[config.mk]
export PLATFORM = sky130hd
export DESIGN_NAME = tdc_regs
export DESIGN_NICKNAME = d
export VERILOG_FILES = /design/src/verilog/tdc_regs.v
export VERILOG_INCLUDE_DIRS = /design/src /design/src/verilog
export SDC_FILE = /design/constraint.sdc
export NUM_CORES = 2
export LEC_CHECK = 0
export BUFFER_PORTS_ARGS = -buffer_cell sky130_fd_sc_hd__buf_2
export CAP_MARGIN = 20
export CELL_PAD_IN_SITES_DETAIL_PLACEMENT = 1
export CELL_PAD_IN_SITES_GLOBAL_PLACEMENT = 2
export CORE_ASPECT_RATIO = 0.75
export CORE_MARGIN = 5
export CORE_UTILIZATION = 42
export DETAILED_ROUTE_END_ITERATION = 6
export PLACE_DENSITY_LB_ADDON = 0.1
export SLEW_MARGIN = 15
export SYNTH_ARGS = -nofsm -noshare
export SYNTH_HDL_FRONTEND = slang
export SYNTH_SLANG_ARGS = --single-unit
[constraint.sdc]
create_clock -name CLK -period 9 [get_ports CLK]
set_clock_uncertainty 0.1 [all_clocks]
set_input_delay 0.9 -clock CLK [delete_from_list [all_inputs] [get_ports CLK]]
set_output_delay 0.9 -clock CLK [all_outputs]
set_load 0.05 [all_outputs]
[src/verilog/tdc_defs.vh]
`ifndef TDC_DEFS_VH
`define TDC_DEFS_VH

// ----------------------------------------------------------------
// Address spaces of a configuration access
// ----------------------------------------------------------------
`define TDC_SPACE_TILE      1'b0
`define TDC_SPACE_PSTAT     1'b1

// ----------------------------------------------------------------
// Tile configuration register numbers
// ----------------------------------------------------------------
`define TDC_REG_IDENTITY    8'h00
`define TDC_REG_COUNTS_A    8'h01
`define TDC_REG_COUNTS_B    8'h02
`define TDC_REG_PERMISSION  8'h04
`define TDC_REG_DBG_REQUEST 8'h05
`define TDC_REG_CLK_DIVIDE  8'h06
`define TDC_REG_SECURITY    8'h07
`define TDC_REG_SCRATCH     8'h20
`define TDC_REG_CORE_PC     8'h40
`define TDC_REG_CORE_SW     8'h60

// ----------------------------------------------------------------
// Processor status register numbers (watchpoint set)
// ----------------------------------------------------------------
`define TDC_REG_DW_ADDR1    8'h50
`define TDC_REG_DW_ADDR2    8'h60
`define TDC_REG_DW_CTRL     8'h70
`define TDC_REG_RW_MASK     8'h80
`define TDC_REG_RW_VALUE    8'h90
`define TDC_REG_RW_CTRL     8'h9C
`define TDC_REG_IRQ_TYPE    8'h15
`define TDC_REG_IRQ_DATA    8'h16

// ----------------------------------------------------------------
// Field positions and masks
// ----------------------------------------------------------------
`define TDC_CTRL_MASK       32'h00FF0007
`define TDC_RCTRL_MASK      32'h00FF0003
`define TDC_CTRL_EN         0
`define TDC_CTRL_SEL        1
`define TDC_CTRL_LOADS      2
`define TDC_CTRL_THR_LO     16
`define TDC_PERM_ALL        31
`define TDC_PERM_SYS        0
`define TDC_PERM_MASK       32'h80000001
`define TDC_DBGREQ_REQ      0
`define TDC_DBGREQ_MODE     1
`define TDC_CLKDIV_MASK     32'h8000FFFF
`define TDC_IRQ_TYPE_MASK   32'h0003FF07
`define TDC_RESET_VALUE     32'h00000000

// ----------------------------------------------------------------
// Access sources and debug interrupt causes
// ----------------------------------------------------------------
`define TDC_SRC_SYSTEM      2'h0
`define TDC_SRC_SCRATCH     2'h1
`define TDC_SRC_JTAG        2'h2
`define TDC_SRC_LOCAL       2'h3
`define TDC_CAUSE_DATA      3'h4
`define TDC_CAUSE_RES       3'h5

`endif

[src/verilog/tdc_regs.v]
// Contract
// [RQ1] Data watch bits 23:16 enable per thread
// [RQ2] Four data watch controls at 0x70..0x73
// [RQ3] Bit 2 lets data watch fire on loads
// [RQ4] Bit 1: zero A and B, one A or B
// [RQ5] Bit 0 master enable gates every interrupt
// [RQ6] Four 32-bit resource watch mask registers
// [RQ7] Four 32-bit resource watch value registers
// [RQ8] Four resource controls, thread bits, master enable
// [RQ9] Resource bit 1 picks condition A or B
// [RQ10] Access only by numbered configuration transactions
// [RQ11] Identity returns processor, node, revision, version
// [RQ12] Counts A: channel ends, locks, synchronisers
// [RQ13] Counts B: clock blocks and timers
// [RQ14] Permission bit 31 refuses all remote writes (here only writes to 0x05, 0x06, scratch and processor status)
// [RQ15] Permission bit 0 refuses system switch writes (here only writes to 0x05, 0x06, scratch and processor status)
// [RQ16] Writing request bit raises debug interrupt
// [RQ17] Request bit 1 reads debug mode
// [RQ18] Eight core program counters read-only
// [RQ19] Eight core status words read-only
// [RQ20] Record cause four data, five resource
// [RQ21] Data watch uses first and second addresses
// [RQ22] Fire needs enable, thread bit, condition
// [RQ23] Reserved bits read zero, ignore writes
`include "tdc_defs.vh"
`default_nettype none

module tdc_regs #(
  parameter [7:0] PROC_ID   = 8'h00, // Arbitrary value
  parameter [7:0] NODE_ID   = 8'h00, // Arbitrary value
  parameter [7:0] REVISION  = 8'h00, // Arbitrary value
  parameter [7:0] VERSION   = 8'h00, // Arbitrary value
  parameter [7:0] NUM_CHAN  = 8'h20,
  parameter [7:0] NUM_LOCK  = 8'h04,
  parameter [7:0] NUM_SYNC  = 8'h07,
  parameter [7:0] NUM_CLKB  = 8'h06,
  parameter [7:0] NUM_TIMER = 8'h0A
) (
  // Clock and reset
  input  wire         CLK,
  input  wire         SRST,
  // Configuration transaction
  input  wire         CFG_REQ,
  input  wire         CFG_WR,
  input  wire         CFG_SPACE,
  input  wire [7:0]   CFG_NUM,
  input  wire [1:0]   CFG_SRC,
  input  wire [31:0]  CFG_WDATA,
  output reg          CFG_ACK,
  output reg  [31:0]  CFG_RDATA,
  output reg          CFG_ERR,
  // Core state readback
  input  wire [255:0] CORE_PC,
  input  wire [255:0] CORE_SW,
  input  wire         DEBUG_MODE,
  input  wire [31:0]  SECURITY_IN,
  // Memory operation stream
  input  wire         MEM_VALID,
  input  wire         MEM_LOAD,
  input  wire [2:0]   MEM_THREAD,
  input  wire [31:0]  MEM_ADDR,
  // Resource operation stream
  input  wire         RES_VALID,
  input  wire [2:0]   RES_THREAD,
  input  wire [31:0]  RES_ID,
  // Debug interrupt outputs
  output reg          HOST_DBG_REQ,
  output reg          WATCH_IRQ,
  output reg  [31:0]  IRQ_TYPE,
  output reg  [31:0]  IRQ_DATA,
  output reg  [31:0]  CLK_DIVIDE
);

  // ----------------------------------------------------------------
  // Storage
  // ----------------------------------------------------------------
  reg  [31:0] dw_ctrl_r   [0:3];
  reg  [31:0] dw_addr1_r  [0:3];
  reg  [31:0] dw_addr2_r  [0:3];
  reg  [31:0] rw_mask_r   [0:3];
  reg  [31:0] rw_value_r  [0:3];
  reg  [31:0] rw_ctrl_r   [0:3];
  reg  [31:0] scratch_r   [0:7];
  reg  [31:0] perm_r;
  reg  [31:0] rd_nxt;
  reg         hit_nxt;
  reg         refused;
  reg         dbg_wr;
  reg         dw_any;
  reg         rw_any;
  reg  [1:0]  dw_num;
  reg  [1:0]  rw_num;
  wire [3:0]  dw_fire;
  wire [3:0]  rw_fire;
  wire        wr_req;
  wire [1:0]  idx4;
  wire [2:0]  idx8;
  integer     i;
  integer     j;

  assign wr_req = CFG_REQ & CFG_WR;
  assign idx4   = CFG_NUM[1:0];
  assign idx8   = CFG_NUM[2:0];

  // ----------------------------------------------------------------
  // Watchpoint comparators
  // ----------------------------------------------------------------
  genvar g;
  generate
    for (g = 0; g < 4; g = g + 1) begin : g_watch
      wire cond_a;
      wire cond_b;
      wire res_a;
      wire res_b;
      wire dw_cond;
      wire rw_cond;
      // Range window: A is at or above the first address, B at or below the second
      assign cond_a  = (MEM_ADDR >= dw_addr1_r[g]); // RQ21
      assign cond_b  = (MEM_ADDR <= dw_addr2_r[g]); // RQ21
      assign dw_cond = dw_ctrl_r[g][`TDC_CTRL_SEL] ? (cond_a | cond_b)
                                                    : (cond_a & cond_b); // RQ4
      // Stores always qualify, loads only when asked for
      assign dw_fire[g] = MEM_VALID & dw_ctrl_r[g][`TDC_CTRL_EN]            // RQ5
                        & dw_ctrl_r[g][`TDC_CTRL_THR_LO + MEM_THREAD]      // RQ1
                        & (~MEM_LOAD | dw_ctrl_r[g][`TDC_CTRL_LOADS])       // RQ3
                        & dw_cond;                                          // RQ22
      // A matches the masked identifier, B is its mismatch
      assign res_a   = ((RES_ID & rw_mask_r[g]) == rw_value_r[g]); // RQ6 RQ7
      assign res_b   = ~res_a;
      assign rw_cond = rw_ctrl_r[g][`TDC_CTRL_SEL] ? res_b : res_a; // RQ9
      assign rw_fire[g] = RES_VALID & rw_ctrl_r[g][`TDC_CTRL_EN]          // RQ8
                        & rw_ctrl_r[g][`TDC_CTRL_THR_LO + RES_THREAD]    // RQ8
                        & rw_cond;                                        // RQ22
    end
  endgenerate

  // ----------------------------------------------------------------
  // Lowest numbered watchpoint of each kind wins; a data hit beats a resource hit in the same cycle
  // ----------------------------------------------------------------
  always @* begin
    dw_any = |dw_fire;
    rw_any = |rw_fire;
    dw_num = 2'h0;
    rw_num = 2'h0;
    for (i = 3; i >= 0; i = i - 1) begin
      if (dw_fire[i]) begin
        dw_num = i[1:0];
      end
      if (rw_fire[i]) begin
        rw_num = i[1:0];
      end
    end
  end

  // ----------------------------------------------------------------
  // Write permission check
  // ----------------------------------------------------------------
  // Local core accesses are never restricted, so the debug ROM keeps control
  always @* begin
    dbg_wr  = 1'b1;
    refused = 1'b0;
    if (CFG_SPACE == `TDC_SPACE_TILE) begin
      dbg_wr = (CFG_NUM == `TDC_REG_DBG_REQUEST) || (CFG_NUM == `TDC_REG_CLK_DIVIDE)
             || (CFG_NUM[7:3] == `TDC_REG_SCRATCH >> 3);
    end
    if (perm_r[`TDC_PERM_ALL] && (CFG_SRC != `TDC_SRC_LOCAL)) begin
      refused = dbg_wr; // RQ14
    end
    if (perm_r[`TDC_PERM_SYS] && (CFG_SRC == `TDC_SRC_SYSTEM)) begin
      refused = dbg_wr; // RQ15
    end
  end

  // ----------------------------------------------------------------
  // Read multiplexer and address decode
  // ----------------------------------------------------------------
  always @* begin
    rd_nxt  = 32'h00000000;
    hit_nxt = 1'b1;
    if (CFG_SPACE == `TDC_SPACE_TILE) begin
      if (CFG_NUM == `TDC_REG_IDENTITY) begin
        rd_nxt = {PROC_ID, NODE_ID, REVISION, VERSION}; // RQ11
      end else if (CFG_NUM == `TDC_REG_COUNTS_A) begin
        rd_nxt = {NUM_CHAN, NUM_LOCK, NUM_SYNC, 8'h00}; // RQ12
      end else if (CFG_NUM == `TDC_REG_COUNTS_B) begin
        rd_nxt = {16'h0000, NUM_CLKB, NUM_TIMER}; // RQ13
      end else if (CFG_NUM == `TDC_REG_PERMISSION) begin
        rd_nxt = perm_r;
      end else if (CFG_NUM == `TDC_REG_DBG_REQUEST) begin
        rd_nxt = {30'h00000000, DEBUG_MODE, 1'b0}; // RQ17
      end else if (CFG_NUM == `TDC_REG_CLK_DIVIDE) begin
        rd_nxt = CLK_DIVIDE;
      end else if (CFG_NUM == `TDC_REG_SECURITY) begin
        rd_nxt = SECURITY_IN;
      end else if (CFG_NUM[7:3] == `TDC_REG_SCRATCH >> 3) begin
        rd_nxt = scratch_r[idx8];
      end else if (CFG_NUM[7:3] == `TDC_REG_CORE_PC >> 3) begin
        rd_nxt = CORE_PC[idx8*32 +: 32]; // RQ18
      end else if (CFG_NUM[7:3] == `TDC_REG_CORE_SW >> 3) begin
        rd_nxt = CORE_SW[idx8*32 +: 32]; // RQ19
      end else begin
        hit_nxt = 1'b0;
      end
    end else begin
      if (CFG_NUM[7:2] == `TDC_REG_DW_ADDR1 >> 2) begin
        rd_nxt = dw_addr1_r[idx4];
      end else if (CFG_NUM[7:2] == `TDC_REG_DW_ADDR2 >> 2) begin
        rd_nxt = dw_addr2_r[idx4];
      end else if (CFG_NUM[7:2] == `TDC_REG_DW_CTRL >> 2) begin
        rd_nxt = dw_ctrl_r[idx4]; // RQ2
      end else if (CFG_NUM[7:2] == `TDC_REG_RW_MASK >> 2) begin
        rd_nxt = rw_mask_r[idx4];
      end else if (CFG_NUM[7:2] == `TDC_REG_RW_VALUE >> 2) begin
        rd_nxt = rw_value_r[idx4];
      end else if (CFG_NUM[7:2] == `TDC_REG_RW_CTRL >> 2) begin
        rd_nxt = rw_ctrl_r[idx4];
      end else if (CFG_NUM == `TDC_REG_IRQ_TYPE) begin
        rd_nxt = IRQ_TYPE;
      end else if (CFG_NUM == `TDC_REG_IRQ_DATA) begin
        rd_nxt = IRQ_DATA;
      end else begin
        hit_nxt = 1'b0;
      end
    end
  end

  // ----------------------------------------------------------------
  // Transaction answer, one cycle after the request
  // ----------------------------------------------------------------
  always @(posedge CLK) begin
    if (SRST) begin
      CFG_ACK   <= 1'b0;
      CFG_RDATA <= 32'h00000000;
      CFG_ERR   <= 1'b0;
    end else begin
      CFG_ACK   <= CFG_REQ; // RQ10
      CFG_RDATA <= (CFG_REQ && !CFG_WR) ? rd_nxt : 32'h00000000;
      CFG_ERR   <= CFG_REQ & (~hit_nxt | (CFG_WR & refused));
    end
  end

  // ----------------------------------------------------------------
  // Register writes; reserved bits are masked off on the way in
  // ----------------------------------------------------------------
  always @(posedge CLK) begin
    if (SRST) begin
      perm_r       <= `TDC_RESET_VALUE;
      CLK_DIVIDE   <= `TDC_RESET_VALUE;
      HOST_DBG_REQ <= 1'b0;
      // Own loop variable, so the priority pick above stays the only driver of i
      for (j = 0; j < 4; j = j + 1) begin
        dw_ctrl_r[j]  <= `TDC_RESET_VALUE;
        dw_addr1_r[j] <= `TDC_RESET_VALUE;
        dw_addr2_r[j] <= `TDC_RESET_VALUE;
        rw_mask_r[j]  <= `TDC_RESET_VALUE;
        rw_value_r[j] <= `TDC_RESET_VALUE;
        rw_ctrl_r[j]  <= `TDC_RESET_VALUE;
      end
      for (j = 0; j < 8; j = j + 1) begin
        scratch_r[j] <= `TDC_RESET_VALUE;
      end
    end else begin
      HOST_DBG_REQ <= 1'b0;
      if (wr_req && hit_nxt && !refused) begin // RQ10
        if (CFG_SPACE == `TDC_SPACE_TILE) begin
          if (CFG_NUM == `TDC_REG_PERMISSION) begin
            perm_r <= CFG_WDATA & `TDC_PERM_MASK; // RQ23
          end else if (CFG_NUM == `TDC_REG_DBG_REQUEST) begin
            HOST_DBG_REQ <= CFG_WDATA[`TDC_DBGREQ_REQ]; // RQ16
          end else if (CFG_NUM == `TDC_REG_CLK_DIVIDE) begin
            CLK_DIVIDE <= CFG_WDATA & `TDC_CLKDIV_MASK; // RQ23
          end else if (CFG_NUM[7:3] == `TDC_REG_SCRATCH >> 3) begin
            scratch_r[idx8] <= CFG_WDATA;
          end
        end else begin
          if (CFG_NUM[7:2] == `TDC_REG_DW_ADDR1 >> 2) begin
            dw_addr1_r[idx4] <= CFG_WDATA; // RQ21
          end else if (CFG_NUM[7:2] == `TDC_REG_DW_ADDR2 >> 2) begin
            dw_addr2_r[idx4] <= CFG_WDATA; // RQ21
          end else if (CFG_NUM[7:2] == `TDC_REG_DW_CTRL >> 2) begin
            dw_ctrl_r[idx4] <= CFG_WDATA & `TDC_CTRL_MASK; // RQ2 RQ23
          end else if (CFG_NUM[7:2] == `TDC_REG_RW_MASK >> 2) begin
            rw_mask_r[idx4] <= CFG_WDATA; // RQ6
          end else if (CFG_NUM[7:2] == `TDC_REG_RW_VALUE >> 2) begin
            rw_value_r[idx4] <= CFG_WDATA; // RQ7
          end else if (CFG_NUM[7:2] == `TDC_REG_RW_CTRL >> 2) begin
            rw_ctrl_r[idx4] <= CFG_WDATA & `TDC_RCTRL_MASK; // RQ8 RQ23
          end
        end
      end
    end
  end

  // ----------------------------------------------------------------
  // Debug interrupt cause capture
  // ----------------------------------------------------------------
  // A watchpoint hit beats a software write of the cause in the same cycle,
  // so a trigger is never lost behind a debugger update
  always @(posedge CLK) begin
    if (SRST) begin
      WATCH_IRQ <= 1'b0;
      IRQ_TYPE  <= `TDC_RESET_VALUE;
      IRQ_DATA  <= `TDC_RESET_VALUE;
    end else begin
      WATCH_IRQ <= dw_any | rw_any; // RQ22
      if (dw_any) begin
        IRQ_TYPE <= {14'h0000, dw_num, 5'h00, MEM_THREAD, 5'h00, `TDC_CAUSE_DATA}; // RQ20
        IRQ_DATA <= MEM_ADDR;
      end else if (rw_any) begin
        IRQ_TYPE <= {14'h0000, rw_num, 5'h00, RES_THREAD, 5'h00, `TDC_CAUSE_RES}; // RQ20
        IRQ_DATA <= RES_ID;
      end else if (wr_req && !refused && (CFG_SPACE == `TDC_SPACE_PSTAT)) begin
        if (CFG_NUM == `TDC_REG_IRQ_TYPE) begin
          IRQ_TYPE <= CFG_WDATA & `TDC_IRQ_TYPE_MASK; // RQ23
        end else if (CFG_NUM == `TDC_REG_IRQ_DATA) begin
          IRQ_DATA <= CFG_WDATA;
        end
      end
    end
  end

endmodule

`default_nettype wire

==> results.ini <==
[floorplan]
io_pins=797
core-area_um2=135000
die_w_um=436
initial_core_util_pct=42.2
die_h_um=329
num_rows=117
dieArea_um2=144000

[drt]
vias=46729
avgRoutedWirePerCell_um=36.8
drt-total-wl_mm=270
antenna_left=0
drc=0
drtIter0Drc=7057
vias_per_cell=6.38
dr.pass1.iters=6

[power]
p_sw_mw=3.30
vdd_drop_max_v=0.000178
p_int_mw=8.26
swShare_pct=28.6
combPwrFrac_pct=16.1
power.density_nw_per_um2=175
pwr-share-seq_pct=44.9
total_power_mw=11.6
p_clk_share_pct=39.0
leakage_nw=27.8

[layout]
nFillCells=14365
final_net_count=6353
drive_gt1_share_pct=26.0
syn_to_final_growth_pct=15.6
layout.cells.non_filler=7325

[synthesis]
synth_area_um2=57100
synth.area.mux_share_pct=16.6
yosys.area_share.simple_pct=14.6
synth_edf_count=852
ys_types=79
ys_seq_area_share_pct=48.3
synth_adder_area_share_pct=5.61
syn_inst=4864
ys.flop_type=edfxtp_1
avgSynthCellArea_um2=11.7
synth_top_family_by_area=multiplexers
synth_xor_area_share_pct=0.0153
ys_ff_latch=952
async_reset_ff_share_pct=0
synth_compound_area_share_pct=9.01
yosys_warnings=0

[cts]
cts_hold_buf=0
tritoncts=done
cts_setup_buffers=0
cts-htree-levels=3
cts_made_buffers=105
clk_pin_slew_ps=60
insertion_delay_ps=730
ctsResizeCount=0
cts.sinks=952
clockBufferDepth=3
cts-root-buf=clkbuf_16

[setup_path]
cp.arrival_ps=6200
crit_path_top_delay_cell=a31oi_1
cp-start-kind=input pin
crit_fanout=28
cpMostUsedCell=buf_4
critPathBufInv=3
critPathLaunch=MEM_ADDR[27]
path_delay_family=simple AND/OR/NAND/NOR gates
worst-path-stages=13
crit_chain=buf_2 -> ha_1 -> nand4_1 -> nor4_1 -> nand2b_1 -> a31oi_1 -> nor2_1 -> o2111ai_1 -> and4bb_2 -> buf_4 -> nand3b_1 -> buf_4 -> o22ai_1
worstSetupPathType=input pin to register
reg2regPathDepth=13
timing.rr.start=dw_addr2_r[3][27]
critPathRequiredTime_ps=9530
slowest_delay_ps=780
end_kind=register

[sta]
period_needed_ps=5670
fmax_ghz=0.177
rsz0062_at_grt=false
fin_crit_sh_pct=62.9
setup_viol=0
tightest_slew_ps=1250
setup_tns_ps=0
slew_viol_final=0
hold_viol_final=0
relSlewSlack_pct=16.1

[placed_design]
dp_cells=7110
dp_hpwl_mm=198
io_buffers=762
place.gp.congestion=0.949

[global_route]
grtUsageTotal_pct=36.3
grt_pass1_wl_mm=367
grt_pass1_vias=45323
antenna_found_initial=52
gr-total-overflow=0
grt_max_degree=122

[worst_hold_path]
hold_depth=2
worstHoldStart=IRQ_TYPE[15]
hp-class=register to register

[run_status]
outcome=complete, no violations

[run]
max_cap_violations=0

-- layout make-up --
| cell class | instances | area (um^2) | area share (%) |
|---|---|---|---|
| Clock inverter | 52 | 529 | 0.801 |
| Sequential cell | 952 | 27600 | 41.8 |
| Multi-Input combinational cell | 3133 | 26700 | 40.4 |
| Inverter | 387 | 1460 | 2.20 |
| Clock buffer | 146 | 2980 | 4.50 |
| Tap cell | 1785 | 2230 | 3.38 |
| Timing Repair Buffer | 853 | 4560 | 6.90 |
| Antenna cell | 17 | 42.5 | 0.0644 |
-- worst reg2reg max path, delay by kind of cell (launching register included) --
| family | cells | cell delay [ps] |
|---|---|---|
| AND/OR/NAND/NOR | 6 | 2500 |
| AO/OA/AOI/OAI | 3 | 1350 |
| buffers and inverters | 3 | 970 |
| flip-flops | 1 | 340 |
| adder cells (fa/ha/maj) | 1 | 300 |
-- synthesized netlist by cell type (all sizes together), types with 5 or more instances --
cell	instances	area share [%]
and4	10	0.15
inv	386	2.5
nor4	15	0.18
o21ai	106	0.93
nand2	323	2.1
nand2b	6	0.066
buf	136	1.4
a21oi	236	2.1
a2111oi	8	0.16
a31oi	23	0.25
and2	347	3.8
a22o	15	0.23
o22a	32	0.49
nor3b	5	0.066
nor3	25	0.23
a22oi	85	1.1
nand3	73	0.64
o221ai	14	0.21
clkbuf	289	1.9
nand4	58	0.64
a21o	54	0.71
mux4	357	14
o21a	7	0.092
and3b	32	0.49
o2111ai	8	0.12
o22ai	33	0.36
a21boi	32	0.42
a221oi	21	0.32
and3	383	4.2
dfxtp	100	3.5
nor2b	18	0.20
mux2i	142	2.5
o211ai	19	0.25
edfxtp	852	45
a211oi	54	0.73
nor2	253	1.7
ha	256	5.6
-- cell families (layout without fill, tap and decap cells) --
logic type,count (synthesis),in the layout
adders and majority gates,256,256
muxes,501,501
other,1,51
buffers and inverters,812,1438
and+or+nand+nor,1560,1560
DFF,952,952
xor gates and xnor gates,1,1
AOI/OAI and AO/OA,781,781
-- flip-flops by register name (all words and copies together), names as in the netlist --
register and count:
rw_ctrl_r 40, perm_r 2, dw_addr1_r 128, HOST_DBG_REQ 1
dw_addr2_r 128, IRQ_TYPE 13, IRQ_DATA 32, CFG_ACK 1
CLK_DIVIDE 17, rw_mask_r 128, dw_ctrl_r 44, rw_value_r 128
CFG_RDATA 32, scratch_r 256, WATCH_IRQ 1, CFG_ERR 1
-- through the flow --
stage / setup slack (ps) / util, % / area [um^2] / hold WS [ps]
after floorplan: 3900 / - / 57300 / 383
after global placement: 2990 / 46.2 / 62500 / 376
after detailed placement: 2930 / 46.2 / 62500 / 383
after CTS: 3650 / 48.7 / 66000 / 380
after global routing: 3250 / 48.8 / 66000 / 402
final: 3330 / 48.8 / 66100 / 394
-- cell usage in the layout (no fill, tap or decap), types with 13 or more instances in the layout --
cell type  instances
and2_1           346
inv_1            384
a221oi_1          21
conb_1            34
nand4_1           58
nand2_1          313
ha_1             256
o221ai_1          14
and3b_1           32
buf_2            759
edfxtp_1         852
o22a_1            32
a21oi_1          236
a211oi_1          52
nor2_1           234
a21boi_0          32
buf_4             89
o22ai_1           33
clkbuf_8          13
clkinv_1          18
o211ai_1          19
nor2_4            16
clkbuf_16        108
dfxtp_1          100
a31oi_1           23
nand3_1           72
a22oi_1           85
clkbuf_1          25
o21ai_0           89
diode_2           17
nor3_1            21
mux2i_1          142
a22o_1            15
mux4_2           357
a21o_1            54
nor2b_1           16
and3_1           383
-- worst paths after layout --
| path | slack [ps] | endpoint |
|---|---|---|
| setup / recovery | 3330 | IRQ_DATA[22] |
| hold / removal | 390 | IRQ_TYPE[15] |
| setup reg to reg | 3340 | IRQ_DATA[22] |
| hold reg to reg | 390 | IRQ_TYPE[15] |
-- routing by layer --
metal	GRT usage (%)	routed length, um
met3	11.0	33700
met2	52.2	114000
met4	11.4	9500
met1	52.7	112000
met5	0	141
-- power by group through the flow --
stage               clock network [mW]  logic, mW  registers [mW]
floorplan                            0      0.952            5.29
global placement                     0       1.79            5.27
detailed placement                   0       1.82            5.28
CTS                               4.54       1.82            5.19
global route                      4.73       1.93            5.21
finish                            4.51       1.86            5.20
(Power assumes the default switching activity.)
